### config.mk
export PLATFORM = sky130hd
export DESIGN_NAME = dtfl_top
export DESIGN_NICKNAME = d
export VERILOG_FILES = /design/src/dtfl_pkg.sv /design/src/dtfl_sync.sv /design/src/dtfl_outsel.sv /design/src/dtfl_top.sv
export SDC_FILE = /design/constraint.sdc
export NUM_CORES = 1
export LEC_CHECK = 0
export ABC_AREA = 1
export BUFFER_PORTS_ARGS = -buffer_cell sky130_fd_sc_hd__buf_2
export CAP_MARGIN = 20
export CORE_ASPECT_RATIO = 0.7
export CORE_MARGIN = 5
export CORE_UTILIZATION = 55
export DETAILED_ROUTE_END_ITERATION = 8
export PLACE_DENSITY = 0.74
export SLEW_MARGIN = 30
export SYNTH_ARGS = -nofsm -noshare
export SYNTH_HDL_FRONTEND = slang
export SYNTH_SLANG_ARGS = --single-unit
### constraint.sdc
create_clock -name clk -period 11 [get_ports clk]
set_input_delay 2.2 -clock clk [delete_from_list [all_inputs] [get_ports clk]]
set_output_delay 2.2 -clock clk [all_outputs]
set_load 0.02 [all_outputs]
### src/dtfl_pkg.sv
package dtfl_pkg;

  // ----------------------------------------------------------------
  // Sizes and timing
  // ----------------------------------------------------------------
  localparam int NUM_IN          = 4;          // Digital input terminals
  localparam int NUM_OUT         = 4;          // Output terminals
  localparam int NUM_FL          = 6;          // Status functions 0 to 5
  localparam int CLK_HZ          = 10_000_000;
  localparam int HOLD_TIME_MS    = 100;        // Analog hold settle time
  localparam int HOLD_CYCLES_DEF = HOLD_TIME_MS * (CLK_HZ / 1000);
  localparam int HOLD_CW         = 24;         // Hold counter width

  // ----------------------------------------------------------------
  // Register offsets (byte addresses)
  // ----------------------------------------------------------------
  localparam logic [7:0] ADDR_CTRL   = 8'h00;
  localparam logic [7:0] ADDR_IN_SEL = 8'h04;
  localparam logic [7:0] ADDR_OUTSEL = 8'h08;
  localparam logic [7:0] ADDR_OFS1   = 8'h0C;
  localparam logic [7:0] ADDR_OFS2   = 8'h10;
  localparam logic [7:0] ADDR_OFS3   = 8'h14;
  localparam logic [7:0] ADDR_ZERO   = 8'h18;
  localparam logic [7:0] ADDR_DET    = 8'h1C;
  localparam logic [7:0] ADDR_UV     = 8'h20;
  localparam logic [7:0] ADDR_FCMD   = 8'h24;
  localparam logic [7:0] ADDR_STAT   = 8'h28;
  localparam logic [7:0] ADDR_ACT    = 8'h2C;

  // ----------------------------------------------------------------
  // Field positions and reset values
  // ----------------------------------------------------------------
  localparam int CTRL_CLV      = 0;            // Closed-loop vector mode
  localparam int CTRL_SRC_ANA  = 1;            // Command from analog
  localparam int CTRL_ANA_SEL  = 2;            // 0 first, 1 second input
  localparam int CTRL_STOP_LSB = 4;            // Stopping method, 2 bits
  localparam logic [7:0]  IN_CODE_NONE = 8'hFF;
  localparam logic [7:0]  OUT_SEL_RST  = 8'h00;
  localparam logic [7:0]  OUT_CODE_MAX = 8'h95; // 149
  localparam logic [7:0]  OUT_INV_BASE = 8'h64; // 100
  localparam logic [15:0] FREQ_RST     = 16'h0000;

  // ----------------------------------------------------------------
  // Input function codes
  // ----------------------------------------------------------------
  localparam logic [7:0] FN_UPDN_UP   = 8'h0A;  // 10
  localparam logic [7:0] FN_UP2_DN2   = 8'h0D;  // 13, top of 10..13
  localparam logic [7:0] FN_RAMP_HOLD = 8'h12;  // 18
  localparam logic [7:0] FN_OFS1      = 8'h35;  // 53
  localparam logic [7:0] FN_OFS3      = 8'h37;  // 55
  localparam logic [7:0] FN_LOCKOUT   = 8'h3C;  // 60
  localparam logic [7:0] FN_ANA_HOLD  = 8'h3D;  // 61
  localparam logic [7:0] FN_DC_BRAKE  = 8'h41;  // 65
  localparam logic [7:0] FN_ENABLE    = 8'h45;  // 69

  // ----------------------------------------------------------------
  // Types
  // ----------------------------------------------------------------
  typedef enum logic [1:0] {RG_STOP, RG_RUN, RG_BLOCK} dtfl_rg_e;

  typedef struct packed {
    logic        psel;
    logic        penable;
    logic        pwrite;
    logic [7:0]  paddr;
    logic [31:0] pwdata;
  } dtfl_apb_req_s;

  typedef struct packed {
    logic [31:0] prdata;
    logic        pready;
    logic        pslverr;
  } dtfl_apb_rsp_s;

  typedef struct packed {
    logic        run_cmd;
    logic        jog_cmd;
    logic        decel;
    logic        outputting;
    logic        fault;
    logic        psu_fail;
    logic        param_invalid;
    logic        prog_mode;
    logic        ov_uv_fault;
    logic        power_loss;
    logic [15:0] out_freq;
    logic [15:0] motor_speed;
    logic [15:0] dc_bus;
    logic [15:0] analog_input_one;
    logic [15:0] analog_input_two;
  } dtfl_core_s;

  typedef struct packed {
    logic [15:0] freq_cmd;
    logic        run_permit;
    logic        enable_stop;
    logic [1:0]  stopping_method_selection;
    logic        dc_brake;
    logic        drive_not_enabled_display;
    logic        setting_conflict_error;
  } dtfl_drv_s;

  // ----------------------------------------------------------------
  // Arithmetic helpers on signed frequency words
  // ----------------------------------------------------------------
  function automatic logic [15:0] f_abs(input logic [15:0] v);
    f_abs = v[15] ? 16'(-v) : v;
  endfunction : f_abs

  // True when the magnitudes of a and b differ by at most w
  function automatic logic f_near(input logic [15:0] a,
                                  input logic [15:0] b,
                                  input logic [15:0] w);
    logic [16:0] d;
    d = {1'b0, f_abs(a)} - {1'b0, f_abs(b)};
    f_near = (d[16] ? 17'(-d) : d) <= {1'b0, w};
  endfunction : f_near

  // Saturate an 18-bit signed sum to 16 bits
  function automatic logic [15:0] f_sat(input logic [17:0] s);
    if (s[17] && !(&s[16:15]))
      f_sat = 16'h8000;
    else if (!s[17] && (|s[16:15]))
      f_sat = 16'h7FFF;
    else
      f_sat = s[15:0];
  endfunction : f_sat

endpackage : dtfl_pkg

### src/dtfl_sync.sv
`timescale 1ns/1ns
module dtfl_sync #(
  parameter int W = 4
) (
  // Clock and reset
  input  wire logic         clk,
  input  wire logic         reset_n,
  input  wire logic         clk_en,
  // Pin side and synchronised side
  input  wire logic [W-1:0] d,
  output      logic [W-1:0] q
);
  typedef struct packed {
    logic [W-1:0] s1;
    logic [W-1:0] s2;
  } dtfl_sync_s;

  dtfl_sync_s st_ff;
  dtfl_sync_s nxt_ff;

  // Stage one feeds stage two only
  always_comb
  begin
    nxt_ff    = st_ff;
    nxt_ff.s1 = d;
    nxt_ff.s2 = st_ff.s1;
  end

  always_ff @(posedge clk)
  begin
    if (!reset_n)
      st_ff <= '0;
    else if (clk_en)
      st_ff <= nxt_ff;
  end

  assign q = st_ff.s2;
endmodule : dtfl_sync

### src/dtfl_outsel.sv
`timescale 1ns/1ns
module dtfl_outsel
  import dtfl_pkg::*;
(
  // Selection code of one output terminal
  input  wire logic [7:0]        code,
  // Levels of status functions 0 to 5
  input  wire logic [NUM_FL-1:0] fl,
  // Terminal level, high means closed
  output      logic              lvl
);
  logic [7:0] base;
  logic       inv;

  // Codes 100..149 mirror 0..49 inverted; unknown codes stay open
  always_comb
  begin
    inv  = (code >= OUT_INV_BASE) && (code <= OUT_CODE_MAX);
    base = inv ? 8'(code - OUT_INV_BASE) : code;
    if (base < 8'(NUM_FL))
      lvl = fl[base[2:0]] ^ inv;
    else
      lvl = 1'b0;
  end
endmodule : dtfl_outsel

### src/dtfl_top.sv
// Notes on behaviour
// - Closed offset terminals 53/54/55 add offsets one to three to the command.
// - Lockout 60 open blocks writes except command monitor; reads always work.
// - Hold 61 closed for 100ms samples the analog command and holds it.
// - Power loss clears the held analog command to zero.
// - Hold with ramp hold, up/down, offset or up2/down2 flags a conflict.
// - Brake 65 applies DC braking in deceleration; run or jog releases it.
// - Enable 69 open ignores run and shows the not-enabled display.
// - Run present when enable closes needs removal and reapply to start.
// - Enable opening during run stops using the selected stopping method.
// - Four output selects accept codes 0 to 149; first relay defaults 0.
// - Codes 100 to 149 output the inverse of the code 100 lower.
// - Code 0 closes while voltage is output, opens while stopped.
// - Code 1 closes while output frequency is below the zero threshold.
// - Zero threshold is hold start level in closed loop, else minimum.
// - Code 2 closes when output matches command within width, either way.
// - Closed-loop code 2 compares measured motor speed instead.
// - Code 3 closes when output and command both sit near the level.
// - Code 4 closes while ready to run or running.
// - Loss, fault, supply, bad setting, stopped ov/uv, programming: not ready.
// - Code 5 closes while bus voltage is under the undervoltage level.
`timescale 1ns/1ns
module dtfl_top
  import dtfl_pkg::*;
#(
  parameter int unsigned HOLD_CYCLES = HOLD_CYCLES_DEF
) (
  // Clock, reset and freeze
  input  wire logic                   clk,
  input  wire logic                   reset_n,
  input  wire logic                   clk_en,
  // Register bus
  input  wire dtfl_pkg::dtfl_apb_req_s apb_req,
  output      dtfl_pkg::dtfl_apb_rsp_s apb_rsp,
  // Input terminal pins, high means closed
  input  wire logic [dtfl_pkg::NUM_IN-1:0]  term_in,
  // Drive core status on this clock
  input  wire dtfl_pkg::dtfl_core_s   core,
  // Drive core controls
  output      dtfl_pkg::dtfl_drv_s    drv,
  // Output terminals, high means closed
  output      logic [dtfl_pkg::NUM_OUT-1:0] out_term
);

  // ----------------------------------------------------------------
  // State
  // ----------------------------------------------------------------
  localparam logic [HOLD_CW-1:0] HOLD_LAST = HOLD_CW'(HOLD_CYCLES - 1);
  localparam logic [HOLD_CW-1:0] HOLD_FULL = HOLD_CW'(HOLD_CYCLES);

  typedef struct packed {
    dtfl_apb_rsp_s                rsp;
    dtfl_drv_s                    drv;
    logic                         clv;
    logic                         src_ana;
    logic                         ana_sel;
    logic [1:0]                   stop_meth;
    logic [NUM_IN-1:0][7:0]       in_sel;
    logic [NUM_OUT-1:0][7:0]      out_sel;
    logic [2:0][15:0]             ofs;
    logic [15:0]                  minimum_output_frequency;
    logic [15:0]                  zero_speed_hold_start_level;
    logic [15:0]                  frequency_detection_level;
    logic [15:0]                  frequency_detection_width;
    logic [15:0]                  undervoltage_detect_level;
    logic [15:0]                  frequency_command_monitor;
    logic [HOLD_CW-1:0]           hold_cnt;
    logic [15:0]                  hold_val;
    dtfl_rg_e                     rg;
    logic [NUM_OUT-1:0]           out_term;
  } dtfl_st_s;

  dtfl_st_s st_ff;
  dtfl_st_s nxt_ff;

  // ----------------------------------------------------------------
  // Terminal synchroniser
  // ----------------------------------------------------------------
  logic [NUM_IN-1:0] term;

  // Pins are asynchronous to clk, so two stages before use
  dtfl_sync #(
    .W       (NUM_IN)
  ) u_sync (
    .clk     (clk),
    .reset_n (reset_n),
    .clk_en  (clk_en),
    .d       (term_in),
    .q       (term)
  );

  // ----------------------------------------------------------------
  // Input function decode per terminal
  // ----------------------------------------------------------------
  logic [NUM_IN-1:0] fn_ofs1;
  logic [NUM_IN-1:0] fn_ofs2;
  logic [NUM_IN-1:0] fn_ofs3;
  logic [NUM_IN-1:0] fn_lock;
  logic [NUM_IN-1:0] fn_hold;
  logic [NUM_IN-1:0] fn_brk;
  logic [NUM_IN-1:0] fn_en;
  logic [NUM_IN-1:0] fn_cfl;

  genvar gi;
  generate
    for (gi = 0; gi < NUM_IN; gi++)
    begin : g_in
      // Each terminal carries one function code
      assign fn_ofs1[gi] = st_ff.in_sel[gi] == FN_OFS1;
      assign fn_ofs2[gi] = st_ff.in_sel[gi] == 8'(FN_OFS1 + 8'h01);
      assign fn_ofs3[gi] = st_ff.in_sel[gi] == FN_OFS3;
      assign fn_lock[gi] = st_ff.in_sel[gi] == FN_LOCKOUT;
      assign fn_hold[gi] = st_ff.in_sel[gi] == FN_ANA_HOLD;
      assign fn_brk[gi]  = st_ff.in_sel[gi] == FN_DC_BRAKE;
      assign fn_en[gi]   = st_ff.in_sel[gi] == FN_ENABLE;
      // Functions that fight the analog hold
      assign fn_cfl[gi]  = (st_ff.in_sel[gi] == FN_RAMP_HOLD)
                         | ((st_ff.in_sel[gi] >= FN_UPDN_UP)
                           & (st_ff.in_sel[gi] <= FN_UP2_DN2))
                         | ((st_ff.in_sel[gi] >= FN_OFS1)
                           & (st_ff.in_sel[gi] <= FN_OFS3));
    end
  endgenerate

  // ----------------------------------------------------------------
  // Terminal summaries
  // ----------------------------------------------------------------
  logic locked;
  logic hold_on;
  logic hold_used;
  logic brk_on;
  logic en_used;
  logic enabled;

  // An unassigned function never blocks anything
  assign locked    = |(fn_lock & ~term);
  assign hold_used = |fn_hold;
  assign hold_on   = |(fn_hold & term);
  assign brk_on    = |(fn_brk & term);
  assign en_used   = |fn_en;
  assign enabled   = !en_used || (|(fn_en & term));

  // ----------------------------------------------------------------
  // Frequency command path
  // ----------------------------------------------------------------
  logic [15:0] ana_live;
  logic [15:0] base_cmd;
  logic [17:0] cmd_sum;

  // Hold mode runs from the held word, which reads zero after reset
  always_comb
  begin
    ana_live = st_ff.ana_sel ? core.analog_input_two : core.analog_input_one;
    if (!st_ff.src_ana)
      base_cmd = st_ff.frequency_command_monitor;
    else if (hold_used)
      base_cmd = st_ff.hold_val;
    else
      base_cmd = ana_live;
    cmd_sum = {{2{base_cmd[15]}}, base_cmd};
    if (|(fn_ofs1 & term))
      cmd_sum = cmd_sum + {{2{st_ff.ofs[0][15]}}, st_ff.ofs[0]};
    if (|(fn_ofs2 & term))
      cmd_sum = cmd_sum + {{2{st_ff.ofs[1][15]}}, st_ff.ofs[1]};
    if (|(fn_ofs3 & term))
      cmd_sum = cmd_sum + {{2{st_ff.ofs[2][15]}}, st_ff.ofs[2]};
  end

  // ----------------------------------------------------------------
  // Status functions for the output terminals
  // ----------------------------------------------------------------
  logic [NUM_FL-1:0] fl;
  logic [15:0]       zero_thr;
  logic [15:0]       spd;
  logic              not_ready;

  always_comb
  begin
    zero_thr = st_ff.clv ? st_ff.zero_speed_hold_start_level
                         : st_ff.minimum_output_frequency;
    spd      = st_ff.clv ? core.motor_speed : core.out_freq;
    // A pending conflict counts as a setting the drive cannot run with
    not_ready = core.power_loss | core.fault | core.psu_fail
              | core.param_invalid | st_ff.drv.setting_conflict_error
              | (core.ov_uv_fault & !core.outputting)
              | core.prog_mode;
    fl[0] = core.outputting;
    fl[1] = f_abs(core.out_freq) < zero_thr;
    fl[2] = f_near(spd, st_ff.drv.freq_cmd,
                   st_ff.frequency_detection_width);
    fl[3] = f_near(core.out_freq, st_ff.frequency_detection_level,
                   st_ff.frequency_detection_width)
          & f_near(st_ff.drv.freq_cmd, st_ff.frequency_detection_level,
                   st_ff.frequency_detection_width);
    fl[4] = !not_ready;
    fl[5] = core.dc_bus < st_ff.undervoltage_detect_level;
  end

  logic [NUM_OUT-1:0] lvl;

  genvar go;
  generate
    for (go = 0; go < NUM_OUT; go++)
    begin : g_out
      // One selector per output terminal
      dtfl_outsel u_sel (
        .code (st_ff.out_sel[go]),
        .fl   (fl),
        .lvl  (lvl[go])
      );
    end
  endgenerate

  // ----------------------------------------------------------------
  // Bus decode
  // ----------------------------------------------------------------
  logic        setup;
  logic        wr_go;
  logic        mapped;
  logic        wr_ok;
  logic [31:0] rd_data;

  // Answer registered in setup, so every access has zero wait states
  assign setup = apb_req.psel && !apb_req.penable;
  assign wr_go = apb_req.psel && apb_req.penable && st_ff.rsp.pready
              && apb_req.pwrite;
  // Reads never depend on the lockout terminal
  assign wr_ok = !locked || (apb_req.paddr == ADDR_FCMD);

  always_comb
  begin
    mapped  = 1'b1;
    rd_data = 32'h0000_0000;
    case (apb_req.paddr)
      ADDR_CTRL:
        rd_data = {26'h0, st_ff.stop_meth, 1'b0, st_ff.ana_sel,
                   st_ff.src_ana, st_ff.clv};
      ADDR_IN_SEL: rd_data = st_ff.in_sel;
      ADDR_OUTSEL: rd_data = st_ff.out_sel;
      ADDR_OFS1:   rd_data = {16'h0, st_ff.ofs[0]};
      ADDR_OFS2:   rd_data = {16'h0, st_ff.ofs[1]};
      ADDR_OFS3:   rd_data = {16'h0, st_ff.ofs[2]};
      ADDR_ZERO:
        rd_data = {st_ff.zero_speed_hold_start_level,
                   st_ff.minimum_output_frequency};
      ADDR_DET:
        rd_data = {st_ff.frequency_detection_width,
                   st_ff.frequency_detection_level};
      ADDR_UV:     rd_data = {16'h0, st_ff.undervoltage_detect_level};
      ADDR_FCMD:   rd_data = {16'h0, st_ff.frequency_command_monitor};
      ADDR_STAT:
        rd_data = {17'h0, st_ff.rg, locked, st_ff.drv.run_permit,
                   st_ff.drv.dc_brake,
                   st_ff.drv.drive_not_enabled_display,
                   st_ff.drv.setting_conflict_error, term, st_ff.out_term};
      ADDR_ACT:    rd_data = {16'h0, st_ff.drv.freq_cmd};
      default:     mapped  = 1'b0;
    endcase
  end

  // ----------------------------------------------------------------
  // Next state
  // ----------------------------------------------------------------
  always_comb
  begin
    nxt_ff = st_ff;

    // Bus answer: ready for one cycle, error on unmapped or locked write
    nxt_ff.rsp.pready  = setup;
    nxt_ff.rsp.pslverr = setup && (!mapped || (apb_req.pwrite && !wr_ok));
    nxt_ff.rsp.prdata  = (setup && !apb_req.pwrite) ? rd_data : 32'h0;

    // Register writes take effect only at the completing edge
    if (wr_go && wr_ok)
    begin
      case (apb_req.paddr)
        ADDR_CTRL:
        begin
          nxt_ff.clv       = apb_req.pwdata[CTRL_CLV];
          nxt_ff.src_ana   = apb_req.pwdata[CTRL_SRC_ANA];
          nxt_ff.ana_sel   = apb_req.pwdata[CTRL_ANA_SEL];
          nxt_ff.stop_meth = apb_req.pwdata[CTRL_STOP_LSB +: 2];
        end
        ADDR_IN_SEL: nxt_ff.in_sel = apb_req.pwdata;
        ADDR_OUTSEL:
        begin
          // A byte above the top code is dropped, others still land
          for (int k = 0; k < NUM_OUT; k++)
          begin
            if (apb_req.pwdata[8*k +: 8] <= OUT_CODE_MAX)
              nxt_ff.out_sel[k] = apb_req.pwdata[8*k +: 8];
          end
        end
        ADDR_OFS1: nxt_ff.ofs[0] = apb_req.pwdata[15:0];
        ADDR_OFS2: nxt_ff.ofs[1] = apb_req.pwdata[15:0];
        ADDR_OFS3: nxt_ff.ofs[2] = apb_req.pwdata[15:0];
        ADDR_ZERO:
        begin
          nxt_ff.minimum_output_frequency    = apb_req.pwdata[15:0];
          nxt_ff.zero_speed_hold_start_level = apb_req.pwdata[31:16];
        end
        ADDR_DET:
        begin
          nxt_ff.frequency_detection_level = apb_req.pwdata[15:0];
          nxt_ff.frequency_detection_width = apb_req.pwdata[31:16];
        end
        ADDR_UV:   nxt_ff.undervoltage_detect_level = apb_req.pwdata[15:0];
        ADDR_FCMD: nxt_ff.frequency_command_monitor = apb_req.pwdata[15:0];
        // Status, active command and unmapped words change nothing
        default:   ;
      endcase
    end

    // Analog hold: count closed time, sample once on the last cycle
    if (hold_on)
    begin
      if (st_ff.hold_cnt != HOLD_FULL)
        nxt_ff.hold_cnt = HOLD_CW'(st_ff.hold_cnt + 1'b1);
      if (st_ff.hold_cnt == HOLD_LAST)
        nxt_ff.hold_val = ana_live;
    end
    else
    begin
      nxt_ff.hold_cnt = '0;
    end
    // Power loss wins over a sample taken in the same cycle
    if (core.power_loss)
    begin
      nxt_ff.hold_val = FREQ_RST;
      nxt_ff.hold_cnt = '0;
    end

    // Run gate for the enable terminal
    nxt_ff.drv.enable_stop = 1'b0;
    case (st_ff.rg)
      RG_STOP:
        if (core.run_cmd)
          nxt_ff.rg = enabled ? RG_RUN : RG_BLOCK;
      RG_RUN:
        if (!core.run_cmd)
          nxt_ff.rg = RG_STOP;
        else if (!enabled)
        begin
          nxt_ff.rg              = RG_BLOCK;
          nxt_ff.drv.enable_stop = 1'b1;
        end
      RG_BLOCK:
        // Only removal of run leaves here, so run must be cycled
        if (!core.run_cmd)
          nxt_ff.rg = RG_STOP;
      default:
        nxt_ff.rg = RG_STOP;
    endcase

    // Registered drive controls
    nxt_ff.drv.run_permit = (nxt_ff.rg == RG_RUN);
    nxt_ff.drv.stopping_method_selection = st_ff.stop_meth;
    nxt_ff.drv.drive_not_enabled_display = en_used && !enabled;
    nxt_ff.drv.setting_conflict_error = hold_used && (|fn_cfl);
    nxt_ff.drv.dc_brake = brk_on && core.decel
                       && !(core.run_cmd || core.jog_cmd);
    nxt_ff.drv.freq_cmd = f_sat(cmd_sum);
    nxt_ff.out_term     = lvl;
  end

  // ----------------------------------------------------------------
  // State register
  // ----------------------------------------------------------------
  // Input codes reset to unassigned so no function is live at start
  always_ff @(posedge clk)
  begin
    if (!reset_n)
    begin
      st_ff            <= '0;
      st_ff.in_sel     <= {NUM_IN{IN_CODE_NONE}};
      st_ff.out_sel    <= {NUM_OUT{OUT_SEL_RST}};
      st_ff.hold_val   <= FREQ_RST;
      st_ff.rg         <= RG_STOP;
    end
    else if (clk_en)
    begin
      st_ff <= nxt_ff;
    end
  end

  // ----------------------------------------------------------------
  // Outputs, all straight from the state register
  // ----------------------------------------------------------------
  assign apb_rsp  = st_ff.rsp;
  assign drv      = st_ff.drv;
  assign out_term = st_ff.out_term;

endmodule : dtfl_top

==> reports/qor.json, run 1 <==
{
  "clkSlewWorstSetupHoldPaths_ns": 0.06,
  "areaGrowthSynthToFinish_pct": 7.758,
  "mostFrequentLayoutCells": "sky130_fd_sc_hd__nand2_1 (848), sky130_fd_sc_hd__inv_1 (623), sky130_fd_sc_hd__a21oi_1 (432), sky130_fd_sc_hd__o21ai_0 (358), sky130_fd_sc_hd__dfxtp_1 (324)",
  "cts.root.buffer_cell": "sky130_fd_sc_hd__clkbuf_16",
  "ant_nets": 0,
  "crit_path_max_incr_delay_ns": 0.43,
  "pre_cts_slack_ns": 2.379,
  "htree_num_levels": 2,
  "worst_setup_path_start_kind": "input port",
  "timing.max_cap.violations": 0,
  "total_leakage_power_nw": 12.87,
  "busiest_layer": "met1",
  "worst_max_slew_margin_expressed_relative_to_the_limit_pct": 33.77,
  "buffer_ports.inserted": 200,
  "synth_sequential_area_ratio_pct": 24.57,
  "synthesis.yosys.warnings": 0,
  "fin_worst_skew_ns": 0.03071,
  "finalWeightedCongestion": 1.062,
  "drt-total-wl_um": 99490,
  "ioPinCount": 201,
  "vias_per_cell": 5.943,
  "p_int_mw": 2.045,
  "syn-cell-area_mm2": 0.02640,
  "grt_pass1_vias": 24410,
  "tritoncts_clock_tree": "done",
  "crit_top_cell": "sky130_fd_sc_hd__nand2_1",
  "hpwlAfterDp_um": 77790,
  "cts_buffers": 35,
  "globalRoute.totalOverflow": 0,
  "share_comb_of_total_power_pct": 18.8,
  "initial_antenna_violation_count": 3,
  "setup_viol_count_final": 0,
  "synthFlopType": "sky130_fd_sc_hd__dfxtp_1",
  "upper_clock_frequency_limit_ghz": 0.1211,
  "crit_fanout": 15,
  "grt_start_max_net_pins": 175,
  "layout-drive-gt1-share_pct": 8.938,
  "postLayoutSetupSlackWorst_ns": 2.740,
  "worstSetupPathType": "input port to flip-flop",
  "max_slew.worst_pin.slew_ns": 0.9911,
  "core_rows": 67,
  "power_switching_mw": 0.9240,
  "worst_ep_arrival_time_ns": 8.65,
  "synth_nets": 4441,
  "power_per_unit_of_standard_cell_area_mw_per_mm2": 104.4,
  "unrepaired_setup_endpoints_after_global_routing": "no",
  "ys_seq_elements": 324,
  "clock-sinks": 324,
  "die_width_um": 271.9,
  "cts-root-to-sink-buffers": 3,
  "netSwitchingFraction_pct": 31.12,
  "drt-wirelength-per-cell_um": 20.74,
  "number_of_flops_mapped_to_enable_cells_by_yosys": 0,
  "report.final.slew_viol_count": 0,
  "post_cts_hold_buffer_count": 0,
  "whs_ns": 0.4467,
  "drtPass1Iterations": 9,
  "vias": 28510,
  "synthArstFlopShare_pct": 0,
  "clockPowerShare_pct": 41.2,
  "insertion_delay_ns": 0.57,
  "groute.layer.met2.usage_pct": 48.59,
  "cts_setup_buffers": 0,
  "final_nets": 4489,
  "syn_inst": 4101,
  "vdd.ir_drop.worst_uv": 88.08,
  "kind_of_end_point_of_the_critical_path": "flip-flop",
  "groute.usage.overall_pct": 35.61,
  "synth.lib_cells_used.distinct": 67,
  "drtIter0Drc": 4513,
  "crit_slowest_cell": "sky130_fd_sc_hd__o21ai_0",
  "most_common_cell_after_layout_fill_and_taps_aside": "sky130_fd_sc_hd__nand2_1",
  "first_pass_grt_wire_length_um": 148000,
  "critPathRequiredTime_ns": 11.39,
  "area_inside_the_core_boundary_mm2": 0.04770,
  "final_hold_viol_count": 0,
  "worst_hold_path_type": "flip-flop to flip-flop",
  "final.setup.tns_ns": 0,
  "met3_global_route_usage_pct": 12.67,
  "stdcell_count": 4797,
  "route.detailed.drc": 0,
  "start_util_pct": 55.35,
  "final_period_minus_worst_setup_slack_ns": 8.260,
  "finalCritPeriodShare_pct": 75.09,
  "dp.cells": 4733,
  "power.sequential.fraction_pct": 40.0,
  "cts_resized": 0,
  "die_area_mm2": 0.05256,
  "dieHeight_um": 193.3,
  "synth.avg_cell_area_um2": 6.438,
  "outcome": "finished clean",
  "met1_usage_pct": 53.57
}
==> synthesized netlist by cell type (11+ instances only) <==
master                     number  area (um^2)
sky130_fd_sc_hd__inv_1        624         2342
sky130_fd_sc_hd__xnor2_1       39        341.6
sky130_fd_sc_hd__a21oi_1      434         2172
sky130_fd_sc_hd__nand4_1       43        269.0
sky130_fd_sc_hd__xor2_1       107        937.2
sky130_fd_sc_hd__nand2_1      849         3187
sky130_fd_sc_hd__nor2_2        11        68.82
sky130_fd_sc_hd__nor2_1       235        882.1
sky130_fd_sc_hd__dfxtp_1      324         6486
sky130_fd_sc_hd__mux2i_1       16        160.2
sky130_fd_sc_hd__nand3b_1      11        82.58
sky130_fd_sc_hd__nand2_2       26        162.7
sky130_fd_sc_hd__o211ai_1      44        330.3
sky130_fd_sc_hd__buf_2         22        110.1
sky130_fd_sc_hd__buf_4         63        473.0
sky130_fd_sc_hd__clkbuf_1     115        431.7
sky130_fd_sc_hd__ha_1         194         2427
sky130_fd_sc_hd__nor4_1        15        93.84
sky130_fd_sc_hd__o22ai_1       67        419.2
sky130_fd_sc_hd__nand3_1      211         1056
sky130_fd_sc_hd__o21ai_0      358         1792
sky130_fd_sc_hd__inv_2         13        48.80
sky130_fd_sc_hd__a31oi_1       15        93.84
sky130_fd_sc_hd__a211oi_1      15        112.6
sky130_fd_sc_hd__nor3_1        71        355.3
sky130_fd_sc_hd__a221oi_1      36        315.3
sky130_fd_sc_hd__o31ai_1       15        112.6
==> path summary, 6_finish.rpt <==
check	depth (start not counted)	slack [ns]	end	startpoint
worst max-delay path	43	2.74	drv[21]	core[0]
worst min register to register	1	0.45	st_ff[24]	st_ff[24]
worst min-delay path	1	0.45	st_ff[24]	st_ff[24]
worst max register to register	47	3.34	drv[21]	st_ff[230]
==> kinds of logic (layout without fill, tap and decap cells) <==
group	count (synthesis)	in the layout	share of synthesized area (%)
and+or+nand+nor	1508	1508	24.57
AOI/OAI and AO/OA	1055	1055	22.46
buffers and inverters	851	923	13.24
DFF	324	324	24.57
adders and majority gates	200	200	9.649
xor gates and xnor gates	147	147	4.905
muxes	16	16	0.6066
other	0	3	0
==> per-stage QoR <==
stage	total power, mW	cell area [um^2]	util, %
floorplan	1.588	26400	-
global placement	1.747	27270	57.18
detailed placement	1.754	27280	57.20
CTS	2.943	28430	59.60
global route	3.070	28440	59.63
finish	2.969	28450	59.64
==> power groups by stage <==
stage               clock (mW)  sequential, mW  combinational [mW]
finish                    1.22            1.19               0.560
global route              1.26            1.19               0.622
CTS                       1.21            1.19               0.544
detailed placement           0            1.21               0.540
global placement             0            1.21               0.534
floorplan                    0            1.21               0.379
==> registers in the layout, indices dropped and copies added (netlist names) <==
signal         cells
apb_rsp           34
drv               23
nxt_ff             2
out_term           4
st_ff            253
u_sync.nxt_ff      4
u_sync.q           4
==> routing by layer <==
layer	part of all wire [%]	wire length (um)
met4	2.4	2385
met5	0.48	477
met2	38	38170
met1	44	43700
met3	15	14760
==> area by class of cell <==
cell class,instances,area (um^2)
fillers,4623,19250
clock buffers,48,974.7
flip-flops and latches,324,6486
clock inverters,13,167.7
multi-input cells,2926,16450
inverters,642,2414
diodes,3,7.507
well taps,621,777.0
repair buffers,220,1170
==> worst max-delay path: cells and delay by family <==
kind,cells,cell delay [ns]
compound gates,10,1.74
xor+xnor,1,0.15
fa+ha+maj,4,1.22
buf+inv,7,0.57
mux,1,0.07
simple gates,20,2.71
(Power assumes the default switching activity.)
==> run 2: changes to the inputs <==
- clock period: 11 -> 7.9 ns (I/O delays scaled with it)
==> run 2 against run 1 <==
  * Clock skew is 0.0034 ns higher
  * Critical path depth is 2 higher
  * Highest routed layer unchanged
  * Non-clock buffer count is 29 higher
  * Flip-flop and latch count stayed put
  * Final cell count is 0.67% higher
  * Setup slack worse by 2.0 ns
  * Largest cell class unchanged
==> reports/qor.json, run 2 (synthesis results as in run 1) <==
{
  "final.setup.tns": {"value": 0, "unit": "ns", "change": "unchanged"},
  "setup_viol_count_final": {"value": 0, "change": "unchanged"},
  "timing.rr.start": {"value": "st_ff[225]", "change": "was st_ff[230]"},
  "ff2ff_path_depth": {"value": 50, "change": "was 47"},
  "crit_slowest_cell": {"value": "sky130_fd_sc_hd__fa_1", "change": "was sky130_fd_sc_hd__o21ai_0"},
  "max_slew.worst_pin.slew": {"value": 1.083, "unit": "ns", "change": "was 0.9911 ns"},
  "report.final.slew_viol_count": {"value": 0, "change": "unchanged"},
  "power_per_unit_of_standard_cell_area": {"value": 153.9, "unit": "mW/mm^2", "change": "was 104.4 mW/mm^2"},
  "grt_start_max_net_pins": {"value": 105, "change": "was 175"},
  "initial_antenna_violation_count": {"value": 0, "change": "was 3"},
  "area_inside_the_core_boundary": {"value": 0.04770, "unit": "mm^2", "change": "unchanged"},
  "htree_num_levels": {"value": 2, "change": "unchanged"},
  "fin_worst_skew": {"value": 0.03406, "unit": "ns", "change": "was 0.03071 ns"},
  "grt_pass1_vias": {"value": 25060, "change": "was 24,410"},
  "vias": {"value": 28440, "change": "was 28,510"},
  "layout-drive-gt1-share": {"value": 9.817, "unit": "%", "change": "was 8.938%"},
  "timing.max_cap.violations": {"value": 0, "change": "unchanged"},
  "worst-r2r-setup-slack": {"value": 0.72, "unit": "ns", "change": "was 3.34 ns"},
  "finalCritPeriodShare_pct": 91.07,
  "unrepaired_setup_endpoints_after_global_routing": {"value": "no", "change": "unchanged"},
  "finalWeightedCongestion": {"value": 1.100, "change": "was 1.062"},
  "largest_register_by_flop_count": {"value": "st_ff", "change": "unchanged"},
  "vias_per_cell": {"value": 5.890, "change": "was 5.943"},
  "ant_nets": {"value": 0, "change": "unchanged"},
  "critical_path.reg2reg.endpoint": {"value": "drv[9]", "change": "was drv[21]"},
  "ioPinCount": {"value": 201, "change": "unchanged"},
  "dieHeight": {"value": 193.3, "unit": "um", "change": "unchanged"},
  "upper_clock_frequency_limit_ghz": 0.1390,
  "cts-root-to-sink-buffers": {"value": 3, "change": "unchanged"},
  "worst_max_slew_margin_expressed_relative_to_the_limit": {"value": 27.05, "unit": "%", "change": "was 33.77%"},
  "post_cts_hold_buffer_count": {"value": 0, "change": "unchanged"},
  "route.detailed.drc": {"value": 0, "change": "unchanged"},
  "share_of_the_core_filled_with_cells_in_the_final_layout": {"value": 60.64, "unit": "%", "change": "was 59.64%"},
  "final_period_minus_worst_setup_slack_ns": 7.195,
  "globalRoute.totalOverflow": {"value": 0, "change": "unchanged"},
  "start_util": {"value": 55.35, "unit": "%", "change": "unchanged"},
  "cts.root.buffer_cell": {"value": "sky130_fd_sc_hd__clkbuf_16", "change": "unchanged"},
  "detailed_place.area": {"value": 0.02741, "unit": "mm^2", "change": "was 0.02728 mm^2"},
  "hpwlAfterDp": {"value": 78290, "unit": "um", "change": "was 77,790 um"},
  "dp.cells": {"value": 4753, "change": "was 4,733"},
  "critical_path.endpoint": {"value": "drv[9]", "change": "was drv[21]"},
  "drt-total-wl": {"value": 99650, "unit": "um", "change": "was 99,490 um"},
  "areaGrowthSynthToFinish": {"value": 9.549, "unit": "%", "change": "was 7.758%"},
  "most_common_cell_after_layout_fill_and_taps_aside": {"value": "sky130_fd_sc_hd__nand2_1", "change": "unchanged"},
  "worst_setup_path_start_kind": {"value": "input port", "change": "unchanged"},
  "stdcell_count": {"value": 4829, "change": "was 4,797"},
  "drt-wirelength-per-cell": {"value": 20.63, "unit": "um", "change": "was 20.74 um"},
  "final_nets": {"value": 4520, "change": "was 4,489"},
  "buffer_ports.inserted": {"value": 200, "change": "unchanged"},
  "vdd.ir_drop.worst": {"value": 139.8, "unit": "uV", "change": "was 88.08 uV"},
  "critPathRequiredTime": {"value": 8.37, "unit": "ns", "change": "was 11.39 ns"},
  "worstSetupStartpoint": {"value": "core[17]", "change": "was core[0]"},
  "worstSetupPathType": {"value": "input port to flip-flop", "change": "unchanged"},
  "crit_fanout": {"value": 8, "change": "was 15"},
  "clock-sinks": {"value": 324, "change": "unchanged"},
  "mostFrequentLayoutCells": {"value": "sky130_fd_sc_hd__nand2_1 (846), sky130_fd_sc_hd__inv_1 (623), sky130_fd_sc_hd__a21oi_1 (433), sky130_fd_sc_hd__o21ai_0 (357), sky130_fd_sc_hd__dfxtp_1 (323)", "change": "was sky130_fd_sc_hd__nand2_1 (848), sky130_fd_sc_hd__inv_1 (623), sky130_fd_sc_hd__a21oi_1 (432), sky130_fd_sc_hd__o21ai_0 (358), sky130_fd_sc_hd__dfxtp_1 (324)"},
  "crit_path_max_incr_delay": {"value": 0.50, "unit": "ns", "change": "was 0.43 ns"},
  "drtIter0Drc": {"value": 3774, "change": "was 4,513"},
  "crit_top_cell": {"value": "sky130_fd_sc_hd__nand2_1", "change": "unchanged"},
  "drtPass1Iterations": {"value": 6, "change": "was 9"},
  "cts_buffers": {"value": 36, "change": "was 35"},
  "postLayoutCellArea": {"value": 0.02892, "unit": "mm^2", "change": "was 0.02845 mm^2"},
  "final_hold_viol_count": {"value": 0, "change": "unchanged"},
  "outcome": {"value": "finished clean", "change": "unchanged"},
  "tritoncts_clock_tree": {"value": "done", "change": "unchanged"},
  "clkSlewWorstSetupHoldPaths": {"value": 0.06, "unit": "ns", "change": "about the same"},
  "die_area": {"value": 0.05256, "unit": "mm^2", "change": "unchanged"},
  "first_pass_grt_wire_length": {"value": 149300, "unit": "um", "change": "was 148,000 um"},
  "whs": {"value": 0.4437, "unit": "ns", "change": "was 0.4467 ns"},
  "kind_of_end_point_of_the_critical_path": {"value": "flip-flop", "change": "unchanged"},
  "core_rows": {"value": 67, "change": "unchanged"},
  "insertion_delay": {"value": 0.58, "unit": "ns", "change": "was 0.57 ns"},
  "worst_ep_arrival_time": {"value": 7.66, "unit": "ns", "change": "was 8.65 ns"},
  "groute.usage.overall": {"value": 35.89, "unit": "%", "change": "was 35.61%"},
  "hold_depth": {"value": 1, "change": "unchanged"},
  "worst_hold_path_type": {"value": "flip-flop to flip-flop", "change": "unchanged"},
  "die_width": {"value": 271.9, "unit": "um", "change": "unchanged"},
  "largest_register_ff_count": {"value": 253, "change": "unchanged"},
  "total_leakage_power": {"value": 13.15, "unit": "nW", "change": "was 12.87 nW"}
}
[run 2: metrics by stage]
stage | worst slack, ns | total power [mW]
after floorplan | 1.141 | 2.211
after global placement | 0.3989 | 2.434
after detailed placement | 0.1957 | 2.446
after CTS | 0.6141 | 4.434
after global routing | 0.08441 | 4.622
final | 0.7054 | 4.452
[run 2: power by group]
part | total [mW] | internal, mW | switching, mW
registers | 1.65 | 1.64 | 0.0105
logic | 0.778 | 0.267 | 0.511
clock network | 2.02 | 1.25 | 0.772
total | 4.45 | 3.16 | 1.29
[run 2: routing by layer]
layer | global-route usage (%) | part of all wire, % | vias to the layer above
met5 | 1.906 | 0.14 | -
met4 | 10.36 | 3.3 | 2
met3 | 11.43 | 14 | 213
met2 | 48.08 | 38 | 1583
met1 | 54.26 | 44 | 12930
li1 | - | - | 13720
[run 2: how the worst min path moves through the flow]
stage | start | endpoint
2_1_floorplan | st_ff[24] | st_ff[24]
3_3_place_gp | st_ff[24] | st_ff[24]
3_5_place_dp | st_ff[24] | st_ff[24]
4_1_cts | st_ff[24] | st_ff[24]
5_1_grt | apb_rsp[4] | apb_rsp[4]
6_report | st_ff[24] | st_ff[24]
[run 2: cell type report]
type / count / area, um^2
Clock inverter: 21 / 422.9
Clock buffer: 44 / 970.9
Antenna cell: 1 / 2.502
Timing Repair Buffer: 249 / 1375
Inverter: 642 / 2414
Fill cell: 4611 / 18780
Sequential cell: 324 / 6487
Tap cell: 621 / 777.0
Multi-Input combinational cell: 2927 / 16470
[run 2: repair_timing]
action / 4_1_cts / 5_1_grt
setup endpoints to repair: 0 / 15
buffers inserted: 0 / 9
resized for setup: 0 / 7
[run 2: critical path, delay by kind of cell]
| kind | cells | cell delay (ns) |
|---|---|---|
| xor+xnor | 1 | 0.11 |
| simple gates | 22 | 2.47 |
| buf+inv | 8 | 0.62 |
| fa+ha+maj | 3 | 1.14 |
| compound gates | 11 | 1.72 |
